[config.mk]
export PLATFORM = sky130hd
export DESIGN_NAME = abc_burst_ctrl
export DESIGN_NICKNAME = d
export VERILOG_FILES = /design/src/core/abc_pkg.sv /design/src/core/abc_burst_ctrl.sv
export SDC_FILE = /design/constraint.sdc
export NUM_CORES = 1
export LEC_CHECK = 0
export BUFFER_PORTS_ARGS = -buffer_cell sky130_fd_sc_hd__buf_2
export CORE_MARGIN = 2
export CORE_UTILIZATION = 45
export DETAILED_ROUTE_END_ITERATION = 6
export GPL_TIMING_DRIVEN = 0
export SETUP_SLACK_MARGIN = 0.3
export SYNTH_ARGS = -nofsm -noshare
export SYNTH_HDL_FRONTEND = slang
export SYNTH_SLANG_ARGS = --single-unit
[constraint.sdc]
create_clock -name clk -period 11.3 [get_ports clk]
set_clock_uncertainty 0.15 [all_clocks]
set_input_delay 1.695 -clock clk [delete_from_list [all_inputs] [get_ports clk]]
set_output_delay 1.695 -clock clk [all_outputs]
set_load 0.01 [all_outputs]
[src/core/abc_pkg.sv]
// Package: register map, field positions, defaults and timing for burst ADC
package abc_pkg;
  // Register indices (7-bit serial address)
  localparam logic [6:0] REG_MODE_CONFIG   = 7'h00;
  localparam logic [6:0] REG_CORR_FORMAT   = 7'h01;
  localparam logic [6:0] REG_OVR_THRESH    = 7'h02;
  localparam logic [6:0] REG_OFFSET_LOOP   = 7'h03;
  localparam logic [6:0] REG_SYNC_SEL_A    = 7'h0E;
  localparam logic [6:0] REG_SYNC_REF_SEL  = 7'h0F;
  localparam logic [6:0] REG_PERF_TRIM     = 7'h1A;
  localparam logic [6:0] REG_TEMP_READING  = 7'h2B;
  localparam logic [6:0] REG_SOFT_RESET    = 7'h2C;
  localparam logic [6:0] REG_BURST_LENGTH  = 7'h34;
  localparam logic [6:0] REG_POWERDOWN_SEL = 7'h37;
  localparam logic [6:0] REG_POWER_BUF_EN  = 7'h38;
  localparam logic [6:0] REG_OUT_DRIVER    = 7'h3A;
  // Field positions
  localparam int BIT_FOUR_WIRE   = 15;
  localparam int BIT_RX_FB_SEL   = 14;
  localparam int BIT_HIGH_PASS   = 12;
  localparam int BIT_BURST_RATE  = 5;
  localparam int BIT_AUTO_TRIG   = 2;
  localparam int BIT_OFFSET_RST  = 14;
  localparam int BURST_N_LSB     = 10;
  // Reset values
  localparam logic [15:0] RST_MODE_CONFIG   = 16'h0000;
  localparam logic [15:0] RST_CORR_FORMAT   = 16'h0000;
  localparam logic [15:0] RST_OVR_THRESH    = 16'h6780;
  localparam logic [15:0] RST_OFFSET_LOOP   = 16'h4B18;
  localparam logic [15:0] RST_SYNC_SEL_A    = 16'hAAA8;
  localparam logic [15:0] RST_SYNC_REF_SEL  = 16'hA000;
  localparam logic [15:0] RST_PERF_TRIM     = 16'h0B18;
  localparam logic [15:0] RST_BURST_LENGTH  = 16'h0000;
  localparam logic [15:0] RST_POWERDOWN_SEL = 16'h0000;
  localparam logic [15:0] RST_POWER_BUF_EN  = 16'hFFFF;
  localparam logic [15:0] RST_OUT_DRIVER    = 16'h0812;
  localparam logic [15:0] SOFT_RESET_KEY    = 16'hD2F0;
  // Burst sequencing
  localparam logic [4:0] N_BASE        = 5'd10;
  localparam logic [4:0] STARTUP_LOG2  = 5'd13;
  // Serial frame lengths
  localparam logic [4:0] FRAME_BITS    = 5'd24;
  localparam logic [4:0] ADDR_BITS     = 5'd8;
  // Sequencer states
  typedef enum logic [1:0]
  {
    ABC_IDLE   = 2'b00,
    ABC_LOWRES = 2'b01,
    ABC_ARMED  = 2'b10,
    ABC_HIRES  = 2'b11
  } abc_state_t;
  // Output sample word with flags
  typedef struct packed
  {
    logic        hires;
    logic        ready;
    logic [11:0] data;
  } abc_sample_t;
endpackage

[src/core/abc_burst_ctrl.sv]
// Burst ADC output sequencer, decimator and serial register port
`timescale 1ns/1ps
// Overview of operation
// - Sleep selection applies only while enable low
// - Alternate 2^N hires, 2^(N+3) lowres
// - Startup 2^13 lowres, triggers ignored
// - New N applied at cycle start
// - N resets to 10, range 10..25
// - Receive filter low-pass or high-pass
// - Manual mode raises ready after lowres
// - Rising trigger while ready starts burst
// - Hires begins 2-3 clocks, flag exact
// - After hires reread N, lockout lowres
// - Ready rises with last lockout sample
// - Auto mode runs hires without trigger
// - Auto ignores trigger, ready one pulse
// - Three-wire default, four-wire via bit
// - Rw bit, seven address bits, sixteen data bits
// - First edge after select captures rw
// - Write: address then data, rising edges
// - Read shifts sixteen bits MSB first
// - Read bit blocks writes until cleared
// - Hardware reset restores all defaults
// - Mode bit two selects auto trigger
// - Burst field bits 13..10 give N-10
// - Key to 0x2C resets registers
module abc_burst_ctrl
  import abc_pkg::*;
(
  input  wire logic        clk,               // Converter sample clock
  input  wire logic        rst_n,             // Sync reset, active low
  input  wire logic        hardware_reset_n,  // Reset pin, active low
  input  wire logic        enable_pin,        // Sleep control pin
  input  wire logic        trigger_in,        // External trigger pin
  input  wire logic [11:0] adc_sample,        // Converter sample word
  input  wire logic        serial_select_n,   // Serial select, low
  input  wire logic        serial_clk,        // Serial clock pin
  input  wire logic        serial_data_in,    // Data pin input side
  output logic             serial_data_out,   // Data pin output side
  output logic             serial_data_oe,    // Data pin drive enable
  output logic             serial_read_out,   // Four-wire read pin
  output logic [11:0]      sample_output_bus, // Output data word
  output logic             output_data_clock, // Forwarded data clock
  output logic             trigger_ready_flag,   // Trigger ready
  output logic             high_resolution_flag, // Hires flag
  output logic [5:0]       sleep_mode_active,    // Active sleep code
  output logic             offset_loop_restart   // Offset loop clear
);

  // Synchronisers for pins
  logic [1:0] s_sel_q, s_sel_d;     // Select sync
  logic [1:0] s_clk_q, s_clk_d;     // Serial clock sync
  logic [1:0] s_din_q, s_din_d;     // Data sync
  logic [1:0] s_trg_q, s_trg_d;     // Trigger sync
  logic [1:0] s_en_q, s_en_d;       // Enable sync
  logic [1:0] s_hrst_q, s_hrst_d;   // Reset pin sync
  logic       sclk_prev_q, sclk_prev_d; // Serial clock history
  logic       trg_prev_q, trg_prev_d;   // Trigger history

  always_comb
  begin
    s_sel_d     = {s_sel_q[0], serial_select_n};
    s_clk_d     = {s_clk_q[0], serial_clk};
    s_din_d     = {s_din_q[0], serial_data_in};
    s_trg_d     = {s_trg_q[0], trigger_in};
    s_en_d      = {s_en_q[0], enable_pin};
    s_hrst_d    = {s_hrst_q[0], hardware_reset_n};
    sclk_prev_d = s_clk_q[1];
    trg_prev_d  = s_trg_q[1];
  end

  // Synchroniser registers
  always_ff @(posedge clk)
  begin
    if (!rst_n)
    begin
      s_sel_q     <= 2'h3;
      s_clk_q     <= 2'h0;
      s_din_q     <= 2'h0;
      s_trg_q     <= 2'h0;
      s_en_q      <= 2'h3;
      s_hrst_q    <= 2'h3;
      sclk_prev_q <= 1'b0;
      trg_prev_q  <= 1'b0;
    end
    else
    begin
      s_sel_q     <= s_sel_d;
      s_clk_q     <= s_clk_d;
      s_din_q     <= s_din_d;
      s_trg_q     <= s_trg_d;
      s_en_q      <= s_en_d;
      s_hrst_q    <= s_hrst_d;
      sclk_prev_q <= sclk_prev_d;
      trg_prev_q  <= trg_prev_d;
    end
  end

  logic sel_act;   // Transfer in progress
  logic sclk_rise; // Serial clock rising
  logic sclk_fall; // Serial clock falling
  logic trg_rise;  // Trigger rising
  logic hw_rst;    // Reset pin asserted
  assign sel_act   = !s_sel_q[1];
  assign sclk_rise = s_clk_q[1] && !sclk_prev_q;
  assign sclk_fall = !s_clk_q[1] && sclk_prev_q;
  assign trg_rise  = s_trg_q[1] && !trg_prev_q;
  assign hw_rst    = !s_hrst_q[1];

  // Register file and serial state
  logic [15:0] r_mode_q, r_mode_d;     // Mode config
  logic [15:0] r_corr_q, r_corr_d;     // Correction/format
  logic [15:0] r_ovr_q, r_ovr_d;       // Over-range threshold
  logic [15:0] r_offs_q, r_offs_d;     // Offset loop control
  logic [15:0] r_synca_q, r_synca_d;   // Sync select A
  logic [15:0] r_syncr_q, r_syncr_d;   // Sync/reference
  logic [15:0] r_trim_q, r_trim_d;     // Performance trim
  logic [15:0] r_burst_q, r_burst_d;   // Burst length
  logic [15:0] r_pdn_q, r_pdn_d;       // Powerdown select
  logic [15:0] r_pbuf_q, r_pbuf_d;     // Power/buffer enables
  logic [15:0] r_drv_q, r_drv_d;       // Output driver
  logic [4:0]  bcnt_q, bcnt_d;         // Bits seen in frame
  logic [22:0] sh_q, sh_d;             // Incoming shift
  logic        rd_q, rd_d;             // Current frame is read
  logic        wlock_q, wlock_d;       // Writes blocked
  logic [15:0] rdsh_q, rdsh_d;         // Read data shifter
  logic        oe_q, oe_d;             // Read phase active
  logic [15:0] rdval;                  // Addressed register value
  logic [6:0]  rd_addr;                // Read address

  // Register read multiplexer
  always_comb
  begin
    rd_addr = {sh_q[5:0], s_din_q[1]};
    unique case (rd_addr)
      REG_MODE_CONFIG:   rdval = r_mode_q;
      REG_CORR_FORMAT:   rdval = r_corr_q;
      REG_OVR_THRESH:    rdval = r_ovr_q;
      REG_OFFSET_LOOP:   rdval = r_offs_q;
      REG_SYNC_SEL_A:    rdval = r_synca_q;
      REG_SYNC_REF_SEL:  rdval = r_syncr_q;
      REG_PERF_TRIM:     rdval = r_trim_q;
      REG_BURST_LENGTH:  rdval = r_burst_q;
      REG_POWERDOWN_SEL: rdval = r_pdn_q;
      REG_POWER_BUF_EN:  rdval = r_pbuf_q;
      REG_OUT_DRIVER:    rdval = r_drv_q;
      default:           rdval = 16'h0000; // Temp, key, unmapped
    endcase
  end

  // Serial frame decode and register writes
  always_comb
  begin
    r_mode_d  = r_mode_q;
    r_corr_d  = r_corr_q;
    r_ovr_d   = r_ovr_q;
    r_offs_d  = r_offs_q;
    r_synca_d = r_synca_q;
    r_syncr_d = r_syncr_q;
    r_trim_d  = r_trim_q;
    r_burst_d = r_burst_q;
    r_pdn_d   = r_pdn_q;
    r_pbuf_d  = r_pbuf_q;
    r_drv_d   = r_drv_q;
    bcnt_d    = bcnt_q;
    sh_d      = sh_q;
    rd_d      = rd_q;
    wlock_d   = wlock_q;
    rdsh_d    = rdsh_q;
    oe_d      = oe_q;
    if (!sel_act)
    begin
      // Idle between frames
      bcnt_d = 5'd0;
      oe_d   = 1'b0;
    end
    else if (sclk_rise && bcnt_q < FRAME_BITS)
    begin
      sh_d   = {sh_q[21:0], s_din_q[1]};
      bcnt_d = bcnt_q + 5'd1;
      if (bcnt_q == 5'd0)
      begin
        rd_d    = s_din_q[1];
        wlock_d = wlock_q || s_din_q[1];
      end
      if (bcnt_q == FRAME_BITS - 5'd1 && !rd_q)
        wlock_d = 1'b0;
      if (bcnt_q == ADDR_BITS - 5'd1)
      begin
        rdsh_d = rdval;
        oe_d   = rd_q;
      end
      if (bcnt_q == FRAME_BITS - 5'd1 && !rd_q && !wlock_q)
      begin
        unique case (sh_q[21:15])
          REG_MODE_CONFIG:   r_mode_d  = {sh_q[14:0], s_din_q[1]};
          REG_CORR_FORMAT:   r_corr_d  = {sh_q[14:0], s_din_q[1]};
          REG_OVR_THRESH:    r_ovr_d   = {sh_q[14:0], s_din_q[1]};
          REG_OFFSET_LOOP:   r_offs_d  = {sh_q[14:0], s_din_q[1]};
          REG_SYNC_SEL_A:    r_synca_d = {sh_q[14:0], s_din_q[1]};
          REG_SYNC_REF_SEL:  r_syncr_d = {sh_q[14:0], s_din_q[1]};
          REG_PERF_TRIM:     r_trim_d  = {sh_q[14:0], s_din_q[1]};
          REG_BURST_LENGTH:  r_burst_d = {sh_q[14:0], s_din_q[1]};
          REG_POWERDOWN_SEL: r_pdn_d   = {sh_q[14:0], s_din_q[1]};
          REG_POWER_BUF_EN:  r_pbuf_d  = {sh_q[14:0], s_din_q[1]};
          REG_OUT_DRIVER:    r_drv_d   = {sh_q[14:0], s_din_q[1]};
          REG_SOFT_RESET:
          begin
            if ({sh_q[14:0], s_din_q[1]} == SOFT_RESET_KEY)
            begin
              r_mode_d  = RST_MODE_CONFIG;
              r_corr_d  = RST_CORR_FORMAT;
              r_ovr_d   = RST_OVR_THRESH;
              r_offs_d  = RST_OFFSET_LOOP;
              r_synca_d = RST_SYNC_SEL_A;
              r_syncr_d = RST_SYNC_REF_SEL;
              r_trim_d  = RST_PERF_TRIM;
              r_burst_d = RST_BURST_LENGTH;
              r_pdn_d   = RST_POWERDOWN_SEL;
              r_pbuf_d  = RST_POWER_BUF_EN;
              r_drv_d   = RST_OUT_DRIVER;
            end
          end
          default: ;                           // Read-only or unmapped
        endcase
      end
    end
    else if (sclk_fall && oe_q && bcnt_q > ADDR_BITS)
    begin
      rdsh_d = {rdsh_q[14:0], 1'b0};           // Next bit, MSB first
    end
  end

  // Register file and serial flops
  always_ff @(posedge clk)
  begin
    if (!rst_n || hw_rst)
    begin
      r_mode_q  <= RST_MODE_CONFIG;
      r_corr_q  <= RST_CORR_FORMAT;
      r_ovr_q   <= RST_OVR_THRESH;
      r_offs_q  <= RST_OFFSET_LOOP;
      r_synca_q <= RST_SYNC_SEL_A;
      r_syncr_q <= RST_SYNC_REF_SEL;
      r_trim_q  <= RST_PERF_TRIM;
      r_burst_q <= RST_BURST_LENGTH;
      r_pdn_q   <= RST_POWERDOWN_SEL;
      r_pbuf_q  <= RST_POWER_BUF_EN;
      r_drv_q   <= RST_OUT_DRIVER;
      bcnt_q    <= 5'd0;
      sh_q      <= 23'h0;
      rd_q      <= 1'b0;
      wlock_q   <= 1'b0;
      rdsh_q    <= 16'h0000;
      oe_q      <= 1'b0;
    end
    else
    begin
      r_mode_q  <= r_mode_d;
      r_corr_q  <= r_corr_d;
      r_ovr_q   <= r_ovr_d;
      r_offs_q  <= r_offs_d;
      r_synca_q <= r_synca_d;
      r_syncr_q <= r_syncr_d;
      r_trim_q  <= r_trim_d;
      r_burst_q <= r_burst_d;
      r_pdn_q   <= r_pdn_d;
      r_pbuf_q  <= r_pbuf_d;
      r_drv_q   <= r_drv_d;
      bcnt_q    <= bcnt_d;
      sh_q      <= sh_d;
      rd_q      <= rd_d;
      wlock_q   <= wlock_d;
      rdsh_q    <= rdsh_d;
      oe_q      <= oe_d;
    end
  end

  // Read data routing by wire mode
  logic four_wire; // Four-wire mode selected
  assign four_wire       = r_mode_q[BIT_FOUR_WIRE];
  assign serial_data_out = rdsh_q[15];
  assign serial_data_oe  = oe_q && !four_wire;
  assign serial_read_out = four_wire ? rdsh_q[15] : 1'b0;
  assign sleep_mode_active = s_en_q[1] ? 6'h00 : r_pdn_q[15:10];
  assign offset_loop_restart = r_offs_q[BIT_OFFSET_RST];

  // Burst sequencer
  abc_state_t  st_q, st_d;       // Sequencer state
  logic [28:0] cnt_q, cnt_d;     // Samples left in phase
  logic [4:0]  n_q, n_d;         // Latched N
  logic        rdy_q, rdy_d;     // Ready flag
  logic        hr_q, hr_d;       // Hires flag
  logic        burst_en;         // Burst mode selected
  logic        auto_mode;        // Auto trigger selected
  logic [4:0]  n_now;            // Current register N
  assign burst_en  = !r_mode_q[BIT_RX_FB_SEL];
  assign auto_mode = r_mode_q[BIT_AUTO_TRIG];
  assign n_now     = N_BASE + {1'b0, r_burst_q[BURST_N_LSB +: 4]};

  // Next state of burst sequencer
  always_comb
  begin
    st_d  = st_q;
    cnt_d = cnt_q;
    n_d   = n_q;
    rdy_d = 1'b0;
    hr_d  = 1'b0;
    unique case (st_q)
      ABC_IDLE:
      begin
        if (burst_en)
        begin
          st_d  = ABC_LOWRES;
          cnt_d = (29'd1 << STARTUP_LOG2) - 29'd1;
        end
      end
      ABC_LOWRES:
      begin
        if (cnt_q == 29'd0)
        begin
          n_d = n_now;
          if (auto_mode)
          begin
            st_d  = ABC_HIRES;
            cnt_d = (29'd1 << n_now) - 29'd1;
            hr_d  = 1'b1;
            rdy_d = 1'b1;
          end
          else
          begin
            st_d  = ABC_ARMED;
            rdy_d = 1'b1;
          end
        end
        else
        begin
          cnt_d = cnt_q - 29'd1;
        end
      end
      ABC_ARMED:
      begin
        rdy_d = 1'b1;
        n_d   = n_now;
        if (auto_mode || (trg_rise && rdy_q))
        begin
          st_d  = ABC_HIRES;
          cnt_d = (29'd1 << n_now) - 29'd1;
          hr_d  = 1'b1;
          rdy_d = auto_mode;
        end
      end
      ABC_HIRES:
      begin
        if (cnt_q == 29'd0)
        begin
          st_d  = ABC_LOWRES;
          cnt_d = (29'd1 << (n_now + 5'd3)) - 29'd1;
        end
        else
        begin
          cnt_d = cnt_q - 29'd1;
          hr_d  = 1'b1;
        end
      end
    endcase
    if (!burst_en)
    begin
      st_d = ABC_IDLE;
      hr_d = 1'b0;
      rdy_d = 1'b0;
    end
  end

  // Receive decimation: average pairs, keep low or high band
  logic [11:0] prev_q, prev_d;   // Previous sample
  logic        ph_q, ph_d;       // Decimation phase
  logic [11:0] out_q, out_d;     // Output data
  logic [12:0] pair_sum;         // Pair sum or difference
  logic        clk_out_q, clk_out_d; // Forwarded clock
  always_comb
  begin
    prev_d    = adc_sample;
    ph_d      = !ph_q;
    clk_out_d = !clk_out_q;
    if (r_mode_q[BIT_HIGH_PASS])
      pair_sum = {1'b0, prev_q} - {1'b0, adc_sample};
    else
      pair_sum = {1'b0, prev_q} + {1'b0, adc_sample};
    out_d = out_q;
    if (!burst_en)
    begin
      if (ph_q)
        out_d = pair_sum[12:1];
    end
    else if (hr_d)
      out_d = adc_sample;
    else if (r_mode_q[BIT_BURST_RATE])
    begin
      if (cnt_q[1:0] == 2'd3)
        out_d = {adc_sample[11:1], 1'b0};                     // 11-bit held
    end
    else
      out_d = {adc_sample[11:5], 5'h00};                      // 7-bit
  end

  // Sequencer and data path flops
  always_ff @(posedge clk)
  begin
    if (!rst_n || hw_rst)
    begin
      st_q      <= ABC_IDLE;
      cnt_q     <= 29'd0;
      n_q       <= N_BASE;
      rdy_q     <= 1'b0;
      hr_q      <= 1'b0;
      prev_q    <= 12'h000;
      ph_q      <= 1'b0;
      out_q     <= 12'h000;
      clk_out_q <= 1'b0;
    end
    else
    begin
      st_q      <= st_d;
      cnt_q     <= cnt_d;
      n_q       <= n_d;
      rdy_q     <= rdy_d;
      hr_q      <= hr_d;
      prev_q    <= prev_d;
      ph_q      <= ph_d;
      out_q     <= out_d;
      clk_out_q <= clk_out_d;
    end
  end

  assign sample_output_bus    = out_q;
  assign output_data_clock    = clk_out_q;
  assign trigger_ready_flag   = rdy_q;
  assign high_resolution_flag = hr_q;
endmodule

== Word-level counts from Yosys, hierarchy flattened ==
Index checks and enable logic that the tools add are counted.
Storage, ports and cells
  output and inout bits: 25
  input port bits: 20
  logic and storage cells: 198
  flip-flop bits (word level): 295
Cells by class
  reductions and logical operators: 62
  shift operators: 2
  bitwise logic cells: 1
  order comparisons: 2
  add/sub/neg operators: 8
  mux-type cells: 53
  equality and inequality tests: 37
Operators with widths (number)
  16-bit case mux with 2 select lines: 11
  16-bit two-way mux: 11
  16-bit case mux with 11 select lines: 1
  29-bit two-way mux: 5
  29-bit case mux with 4 select lines: 1
  29-bit by 1-bit subtractor with 29-bit output, second input constant: 3
  7-bit by 6-bit equality test with 1-bit output, second input constant: 9
  12-bit two-way mux: 5
  1-bit by 5-bit << shifter with 29-bit output, first input constant: 2
  5-bit AND reduction: 11
  29-bit zero test: 1
  7-bit by 2-bit equality test with 1-bit output, second input constant: 4
  7-bit by 4-bit equality test with 1-bit output, second input constant: 4
  2-bit nonzero test: 13
  16-bit equality test, second input constant: 1
  3-bit AND reduction: 5
  7-bit by 1-bit equality test with 1-bit output, second input constant: 2
  7-bit by 5-bit equality test with 1-bit output, second input constant: 2
  7-bit zero test: 2
  12-bit by 12-bit adder with 13-bit output: 1
  13-bit two-way mux: 1
  12-bit by 12-bit subtractor with 13-bit output: 1
  1-bit two-way mux: 11
  1-bit logical AND: 10
  other kinds (25): 48

== Depth between registers and ports, before layout ==
Gate-level depths: netlist (run 1).
  word-level depth: 9
  mapped depth: 17
  gate-level depth less buffers: 15

== Least setup slack after synthesis (run 1) ==
No wires, ideal clock.
  path kind: input -> register
  start point: input adc_sample[0]
  end point: register out_q[11], in the netlist sample_output_bus[11]
  required time: 11.024 ns
  library setup time: 0.126 ns
  cell stages on the path: 12
  setup slack: 7.017 ns
  arrival time: 4.007 ns
  cell sequence: inv_1 -> ha_1 -> mux2i_1 -> fa_1 -> a211o_1 -> a2111oi_0 -> o31ai_1 -> o21ai_0 -> nand2b_1 -> a21oi_1 -> o32a_1 -> a31oi_1
Between the ends
  longest elaborated chain between the ends: 4
  elaborated cells on any way between the ends: 5
  those cells by class: 2 x add/sub; 3 x mux
RTL lines
  start, declared: RTL line abc_burst_ctrl.sv:35  | input wire logic [11:0] adc_sample,
  12-bit by 12-bit adder with 13-bit output / 12-bit by 12-bit subtractor with 13-bit output (equally long branches): RTL line abc_burst_ctrl.sv:389, abc_burst_ctrl.sv:387
  13-bit two-way mux *: RTL line abc_burst_ctrl.sv:386  | if (r_mode_q[BIT_HIGH_PASS])
  12-bit two-way mux *: RTL line abc_burst_ctrl.sv:393  | if (ph_q)
  12-bit two-way mux *: RTL line abc_burst_ctrl.sv:391  | if (!burst_en)
  end signal, assigned: RTL line abc_burst_ctrl.sv:431  | out_q <= out_d;
  end, declared: RTL line abc_burst_ctrl.sv:378  | logic [11:0] out_q, out_d;
Every way passes the cells marked *; elsewhere a longest branch is shown, timed or not. The select of a mux whose other input is x is not followed.
A chain may end at the register's enable or synchronous reset.

== Worst setup path after layout (run 1) ==
  start point: register r_burst_q[11]
  end point: register cnt_q[18]
Between the ends
  longest elaborated chain between the ends: 6
  elaborated cells on any way between the ends: 11
  those cells by class: 4 x add/sub; 2 x shift; 5 x mux
RTL lines
  start, declared: RTL line abc_burst_ctrl.sv:118  | logic [15:0] r_burst_q, r_burst_d;
  start signal, assigned: RTL line abc_burst_ctrl.sv:266  | r_burst_q <= r_burst_d;
  4-bit by 4-bit adder with 5-bit output *: RTL line abc_burst_ctrl.sv:299  | assign n_now = N_BASE + {1'b0, r_burst_q[BURST_N_LSB +: 4]};
  5-bit by 2-bit adder with 5-bit output / 1-bit by 5-bit << shifter with 29-bit output (equally long branches): RTL line abc_burst_ctrl.sv:358, abc_burst_ctrl.sv:326, abc_burst_ctrl.sv:348
  1-bit by 5-bit << shifter with 29-bit output / 29-bit by 1-bit subtractor with 29-bit output (equally long branches): RTL line abc_burst_ctrl.sv:358, abc_burst_ctrl.sv:326, abc_burst_ctrl.sv:348
  29-bit by 1-bit subtractor with 29-bit output / 29-bit two-way mux (equally long branches): RTL line abc_burst_ctrl.sv:358, abc_burst_ctrl.sv:323
  29-bit two-way mux, on equally long branches: RTL line abc_burst_ctrl.sv:355, abc_burst_ctrl.sv:320
  29-bit case mux with 4 select lines *: RTL line abc_burst_ctrl.sv:309  | unique case (st_q)
  end signal, assigned: RTL line abc_burst_ctrl.sv:425  | cnt_q <= cnt_d;
  end, declared: RTL line abc_burst_ctrl.sv:290  | logic [28:0] cnt_q, cnt_d;
Marked as above.

==> impl_metrics.tcl, run 1 <==
set metrics [dict create \
    synthFlopType "dfxtp_1" \
    slew_headroom 0.0597 \
    slew_violations 0 \
    yosysWarnings 0 \
    vias 14700 \
    cts_root_buffer "clkbuf_16" \
    setup_tns_ns 0 \
    leakage_nw 7.36 \
    place_hpwl_um 39300 \
    timing.final.crit_share 0.511 \
    ctsResizeCount 0 \
    power.total_mw 2.67 \
    startpoint_type "flip-flop" \
    powerDensity_nw_per_um2 155 \
    yosys.area.top_type "dfxtp_1" \
    cts_htree_levels 1 \
    worstPathRequired_ns 11.64 \
    diodes 0 \
    crit_top_cell "clkbuf_1" \
    die_w_um 189 \
    fmax_ghz 0.173 \
    design.die.area_um2 35600 \
    status "complete, no violations" \
    synth.ff_latch_count 295 \
    drt_iter0_drc 1774 \
    rsz0062_at_grt "no" \
    worstHoldPathType "reg2reg" \
    synth.most_common_cell "dfxtp_1" \
    grt_pass1_vias 13800 \
    ioPinCount 45 \
    nets 1952 \
    setup_viol 0 \
    syn_area_um2 15300 \
    cts_hold_buf 0 \
    synth_top_cell_area_share 0.385 \
    critical_path_class "reg2reg" \
    critPathBufInv 7 \
    crit_slowest_cell "clkbuf_1" \
    synth_async_sr_flop_share 0 \
    hold_viol 0 \
    syn_inst 1825 \
    final_core_util 0.515 \
    drt-pass1-iter-count 6 \
    cp_slowest_stage_delay_ns 0.52 \
    drt_wl_total_um 54300 \
    worstPathArrival_ns 6.12 \
    track_usage 0.297 \
    routed_via_density 6.19 \
    seq_area_frac_synth 0.385 \
    critPathCaptureType "flip-flop" \
    drc 0 \
    start_util 0.457 \
    io_buffers 44 \
    syn_area_per_cell_um2 8.40 \
    cts.sinks 295 \
    row_count 67 \
    wl_per_cell_um 22.8 \
    synth_cell_type_count 93 \
    path_clk_slew_ns 0.06 \
    crit_family "buffers and inverters" \
    antenna_found_initial 0 \
    cts_buffer_depth 3 \
    vdd_drop_max_uv 149 \
    max-cap-violations 0 \
    syn_to_final_growth_pct 12.5 \
    netlist_top_cells_area "dfxtp_1 (39%), mux2i_1 (9.4%), nor2_1 (5.9%)" \
    drtAntennaViolNets 0 \
    ys_top_cells_by_count "dfxtp_1 (295), nor2_1 (239), nand2_1 (149)" \
    cts_setup_buffers 0 \
    synth-edff-count 0 \
    cp_cell_sequence "clkbuf_1 -> inv_2 -> ha_1 -> clkbuf_1 -> clkbuf_1 -> clkbuf_1 -> buf_1 -> nand3_1 -> ha_1 -> clkbuf_1 -> o211ai_1 -> mux2i_1 -> a21bo_2 -> a21oi_1 -> a2111o_1 -> a21oi_1" \
    die_h_um 189 \
    overflow 0 \
    synth_fp_nets 1872 \
    cts_tree "built" \
    period_minus_slack_ns 5.78 \
    clock_latency_ns 0.59 \
    drive_gt1_frac 0.0865 \
    cts_inserted_buffers 31 \
    grt_pass1_wl_um 82800 \
    grt_max_degree 17 \
    crit_fanout 10 \
    core_um2 33500 \
    place_congestion 0.940 \
    worst_pin_slew_ns 1.40 \
]
cell families (layout without fill, tap and decap cells):
group | count (synthesis) | after routing | share of synthesized area
buffers and inverters | 170 | 275 | 0.0457
adders and majority gates | 27 | 27 | 0.0225
xor gates and xnor gates | 52 | 52 | 0.0297
DFF | 295 | 295 | 0.385
muxes | 152 | 152 | 0.0999
AOI/OAI and AO/OA | 512 | 512 | 0.222
and+or+nand+nor | 617 | 617 | 0.195
flip-flops by register name (all words and copies together) (netlist names), 5 cells and up:
register,flops
bcnt_q,5
cnt_q,29
prev_q,12
r_burst_q,16
r_corr_q,16
r_drv_q,16
r_mode_q,16
r_offs_q,16
r_ovr_q,16
r_pbuf_q,16
r_pdn_q,16
r_synca_q,16
r_syncr_q,16
r_trim_q,16
rdsh_q,16
sample_output_bus,12
sh_q,22
cells in the final DEF, fill, tap and decap left out, types with 7 or more instances in the layout:
cell type / synthesis / final
buf_2: 20 / 64
buf_4: 8 / 10
a21o_1: 7 / 7
nand2_1: 149 / 149
nand3_1: 22 / 22
dfxtp_1: 295 / 295
nand2b_1: 20 / 20
mux2_2: 8 / 8
or4_1: 8 / 8
o21ai_1: 11 / 11
nor2_1: 239 / 239
clkbuf_1: 111 / 120
xor2_1: 17 / 17
a221oi_1: 21 / 21
a222oi_1: 23 / 23
a211oi_1: 9 / 9
inv_1: 23 / 23
a22o_1: 9 / 9
a21oi_1: 126 / 126
or3_1: 9 / 9
o31ai_1: 7 / 7
nor3_1: 35 / 34
xnor2_1: 35 / 35
mux2i_1: 144 / 144
nor2b_1: 36 / 36
and2_1: 17 / 17
and3_1: 14 / 14
a31oi_1: 25 / 25
ha_1: 26 / 26
o21ai_0: 104 / 104
nand4_1: 9 / 9
o211ai_1: 49 / 49
a22oi_1: 44 / 44
o221ai_1: 7 / 7
o22ai_1: 8 / 8
clkbuf_16: 0 / 31
nor4_1: 13 / 10
power by group:
part | total, mW | switching, mW | leakage, nW | internal (mW)
Sequential | 1.12 | 0.0399 | 2.39 | 1.08
Clock | 1.10 | 0.448 | 0.526 | 0.650
Combinational | 0.455 | 0.303 | 4.44 | 0.152
Total | 2.67 | 0.790 | 7.36 | 1.88
through the flow:
step | cell area [um^2] | std cells | hold slack (ns) | worst slack, ns
global route | 17300 | 2378 | 0.260 | 5.27
finish | 17300 | 2378 | 0.255 | 5.52
global placement | 16100 | 2317 | 0.237 | 5.77
detailed placement | 16200 | 2320 | 0.247 | 5.82
CTS | 17300 | 2378 | 0.259 | 5.77
floorplan | 15300 | 1825 | 0.236 | 7.02
worst register-to-register path: cells and delay by family, from the launching register on:
| kind | cells | cell delay [ns] |
|---|---|---|
| AO/OA/AOI/OAI | 5 | 1.11 |
| adder cells (fa/ha/maj) | 2 | 0.69 |
| buffers and inverters | 7 | 2.80 |
| flip-flops | 1 | 0.48 |
| multiplexers | 1 | 0.26 |
| AND/OR/NAND/NOR | 1 | 0.20 |
layer usage:
| metal | GRT usage | up-vias | share of wire |
|---|---|---|---|
| met4 | 0.120 | 0 | 0.042 |
| met1 | 0.407 | 7062 | 0.43 |
| li1 | - | 6814 | - |
| met3 | 0.0373 | 128 | 0.076 |
| met5 | 0 | - | 0 |
| met2 | 0.477 | 719 | 0.45 |
final cells by class:
| class | count | area [um^2] |
|---|---|---|
| Sequential cell | 295 | 5910 |
| Clock inverter | 14 | 219 |
| Multi-Input combinational cell | 1360 | 8760 |
| Clock buffer | 44 | 865 |
| Tap cell | 448 | 561 |
| Fill cell | 3283 | 16300 |
| Buffer | 146 | 611 |
| Timing Repair Buffer | 47 | 246 |
| Inverter | 24 | 90.1 |
final timing paths:
| check | slack [ns] | end | cells past startpoint | startpoint |
|---|---|---|---|---|
| worst max register to register | 5.52 | cnt_q[18] | 16 | r_burst_q[11] |
| worst min-delay path | 0.25 | output_data_clock | 1 | output_data_clock |
| worst min register to register | 0.25 | output_data_clock | 1 | output_data_clock |
| worst max-delay path | 5.52 | cnt_q[18] | 16 | r_burst_q[11] |
(Power assumes the default switching activity.)
==> inputs of run 2 (changes only) <==
- clock period: 11.3 -> 5.4 ns (I/O delays scaled with it)
==> run 2 against run 1 <==
The run now ends with DRC left. Sequential share of layout area is essentially flat. Fmax grew 20%. Critical endpoint is now cnt_q[14]. Clock-buffer cell count is the same. Die area is the same.
==> impl_metrics.tcl, run 2 (synthesis gave the netlist of run 1 again) <==
set metrics [dict create \
    period_minus_slack_ns 4.81 \
    ff2ff_path_depth 16 \
    design.die.area_um2 35600 \
    antenna_found_initial 0 \
    hold_viol 0 \
    wl_per_cell_um 22.8 \
    worstPathArrival_ns 5.16 \
    die_h_um 189 \
    overflow 0 \
    drt-pass1-iter-count 7 \
    postLayoutCellArea_um2 17300 \
    status "finished with violations" \
    nets 1952 \
    pwr-share-clk 0.411 \
    worst_pin_slew_ns 1.41 \
    start_util 0.457 \
    cts_root_buffer "clkbuf_16" \
    mostFrequentLayoutCell "dfxtp_1" \
    r2r_start "r_burst_q[11]" \
    critPathCaptureType "flip-flop" \
    row_count 67 \
    power_frac_seq 0.418 \
    leakage_nw 7.37 \
    reg.largest.list "cnt_q (29), sh_q (22)" \
    violations "DRC" \
    placed_area_um2 16200 \
    grt_pass1_wl_um 82800 \
    setup_viol 0 \
    io_buffers 44 \
    vias 14800 \
    slew_headroom 0.0491 \
    cts_hold_buf 0 \
    critical_path_class "reg2reg" \
    cts_htree_levels 1 \
    drc 8 \
    slew_violations 0 \
    cts.sinks 295 \
    grt_max_degree 17 \
    core_um2 33500 \
    largest_reg_flops 29 \
    grt_pass1_vias 13800 \
    clock_latency_ns 0.59 \
    r2r_slack_ns 0.59 \
    fmax_ghz 0.208 \
    timing.rr.end "cnt_q[14]" \
    place_hpwl_um 39300 \
    fillers 3283 \
    cts_inserted_buffers 31 \
    final_cells 2379 \
    cts_setup_buffers 0 \
    die_w_um 189 \
    cts_buffer_depth 3 \
    place_congestion 0.940 \
    max-cap-violations 0 \
    powerDensity_nw_per_um2 324 \
    routed_via_density 6.20 \
    power_switching_mw 1.66 \
    crit_fanout 10 \
    cts_tree "built" \
    worstHoldPathType "reg2reg" \
    ioPinCount 45 \
    drt_iter0_drc 1692 \
    dp_cells 2320 \
    fin_hold_ws_ns 0.255 \
    switching_share 0.297 \
    worstPathRequired_ns 5.75 \
    p_int_mw 3.93 \
    holdPathStages 1 \
    startpoint_type "flip-flop" \
    timing.final.crit_share 0.891 \
    min_from "output_data_clock" \
    drtAntennaViolNets 0 \
    regMostFlops "cnt_q" \
    rsz0062_at_grt "no" \
    track_usage 0.297 \
    vdd_drop_max_uv 312 \
    hold-path-endpoint "output_data_clock" \
    drt_wl_total_um 54300 \
    drive_gt1_frac 0.0902 \
    layout_common_cells "dfxtp_1 (295), nor2_1 (239), nand2_1 (149)" \
    comb_power_share 0.171 \
    path_clk_slew_ns 0.06 \
    syn_to_final_growth_pct 12.6 \
]
run 2: repair_timing:
item / 4_1_cts / 5_1_grt
gates resized for setup: 3 / 7
endpoints found under the setup margin: 8 / 14
cloned: 0 / 0
run 2: how the worst max path moves through the flow:
stage | from | endpoint | slack, ns | cells after the start
final | r_burst_q[11] | cnt_q[14] | 0.59 | 16
after global routing | r_burst_q[11] | cnt_q[14] | 0.31 | 16
after CTS | r_burst_q[11] | cnt_q[14] | 0.31 | 16
after detailed placement | r_burst_q[11] | cnt_q[18] | -0.08 | 16
after global placement | r_burst_q[11] | cnt_q[18] | -0.13 | 16
after floorplan | r_burst_q[11] | cnt_q[18] | 1.19 | 16
run 2: power groups by stage:
| stage | combinational, mW | sequential [mW] | clock (mW) |
|---|---|---|---|
| 6_report | 0.955 | 2.33 | 2.30 |
| 5_1_grt | 1.03 | 2.34 | 2.41 |
| 4_1_cts | 0.930 | 2.33 | 2.31 |
| 3_5_place_dp | 0.925 | 2.38 | 0 |
| 3_3_place_gp | 0.924 | 2.37 | 0 |
| 2_1_floorplan | 0.652 | 2.36 | 0 |
run 2: layer usage:
metal / vias to the layer above / global-route usage / wire [um]
met5: - / 0 / 0
met3: 141 / 0.0373 / 3910
li1: 6823 / - / -
met2: 735 / 0.477 / 24400
met1: 7060 / 0.407 / 23600
met4: 0 / 0.120 / 2340
run 2: critical path: stages, from the launching register on:
cell      delay, ns
dfxtp_1        0.47
clkbuf_2       0.30
inv_2          0.17
ha_1           0.38
inv_1          0.19
nor2_1         0.08
a22oi_1        0.43
a21oi_2        0.30
nand2_1        0.18
ha_1           0.19
clkbuf_1       0.34
clkbuf_2       0.33
clkbuf_1       0.40
o21ai_0        0.22
a31oi_1        0.34
o211ai_1       0.13
a21oi_1        0.15
run 2: final cells by class:
cell class / instances / area (um^2) / area share
Clock buffer: 44 / 865 / 0.0501
Buffer: 146 / 618 / 0.0358
Clock inverter: 14 / 219 / 0.0127
Timing Repair Buffer: 47 / 246 / 0.0143
Tap cell: 448 / 561 / 0.0325
Multi-Input combinational cell: 1360 / 8760 / 0.507
Sequential cell: 295 / 5910 / 0.342
Inverter: 24 / 90.1 / 0.00522
Antenna cell: 1 / 2.50 / 0.000145
run 2: metrics by stage:
stage / TNS, ns / worst slack (ns) / total power, mW / utilization
2_1_floorplan: 0 / 1.19 / 3.01 / -
3_3_place_gp: -0.328 / -0.135 / 3.30 / 0.481
3_5_place_dp: -0.138 / -0.0751 / 3.30 / 0.482
4_1_cts: 0 / 0.307 / 5.57 / 0.515
5_1_grt: 0 / 0.312 / 5.78 / 0.515
6_report: 0 / 0.586 / 5.59 / 0.515
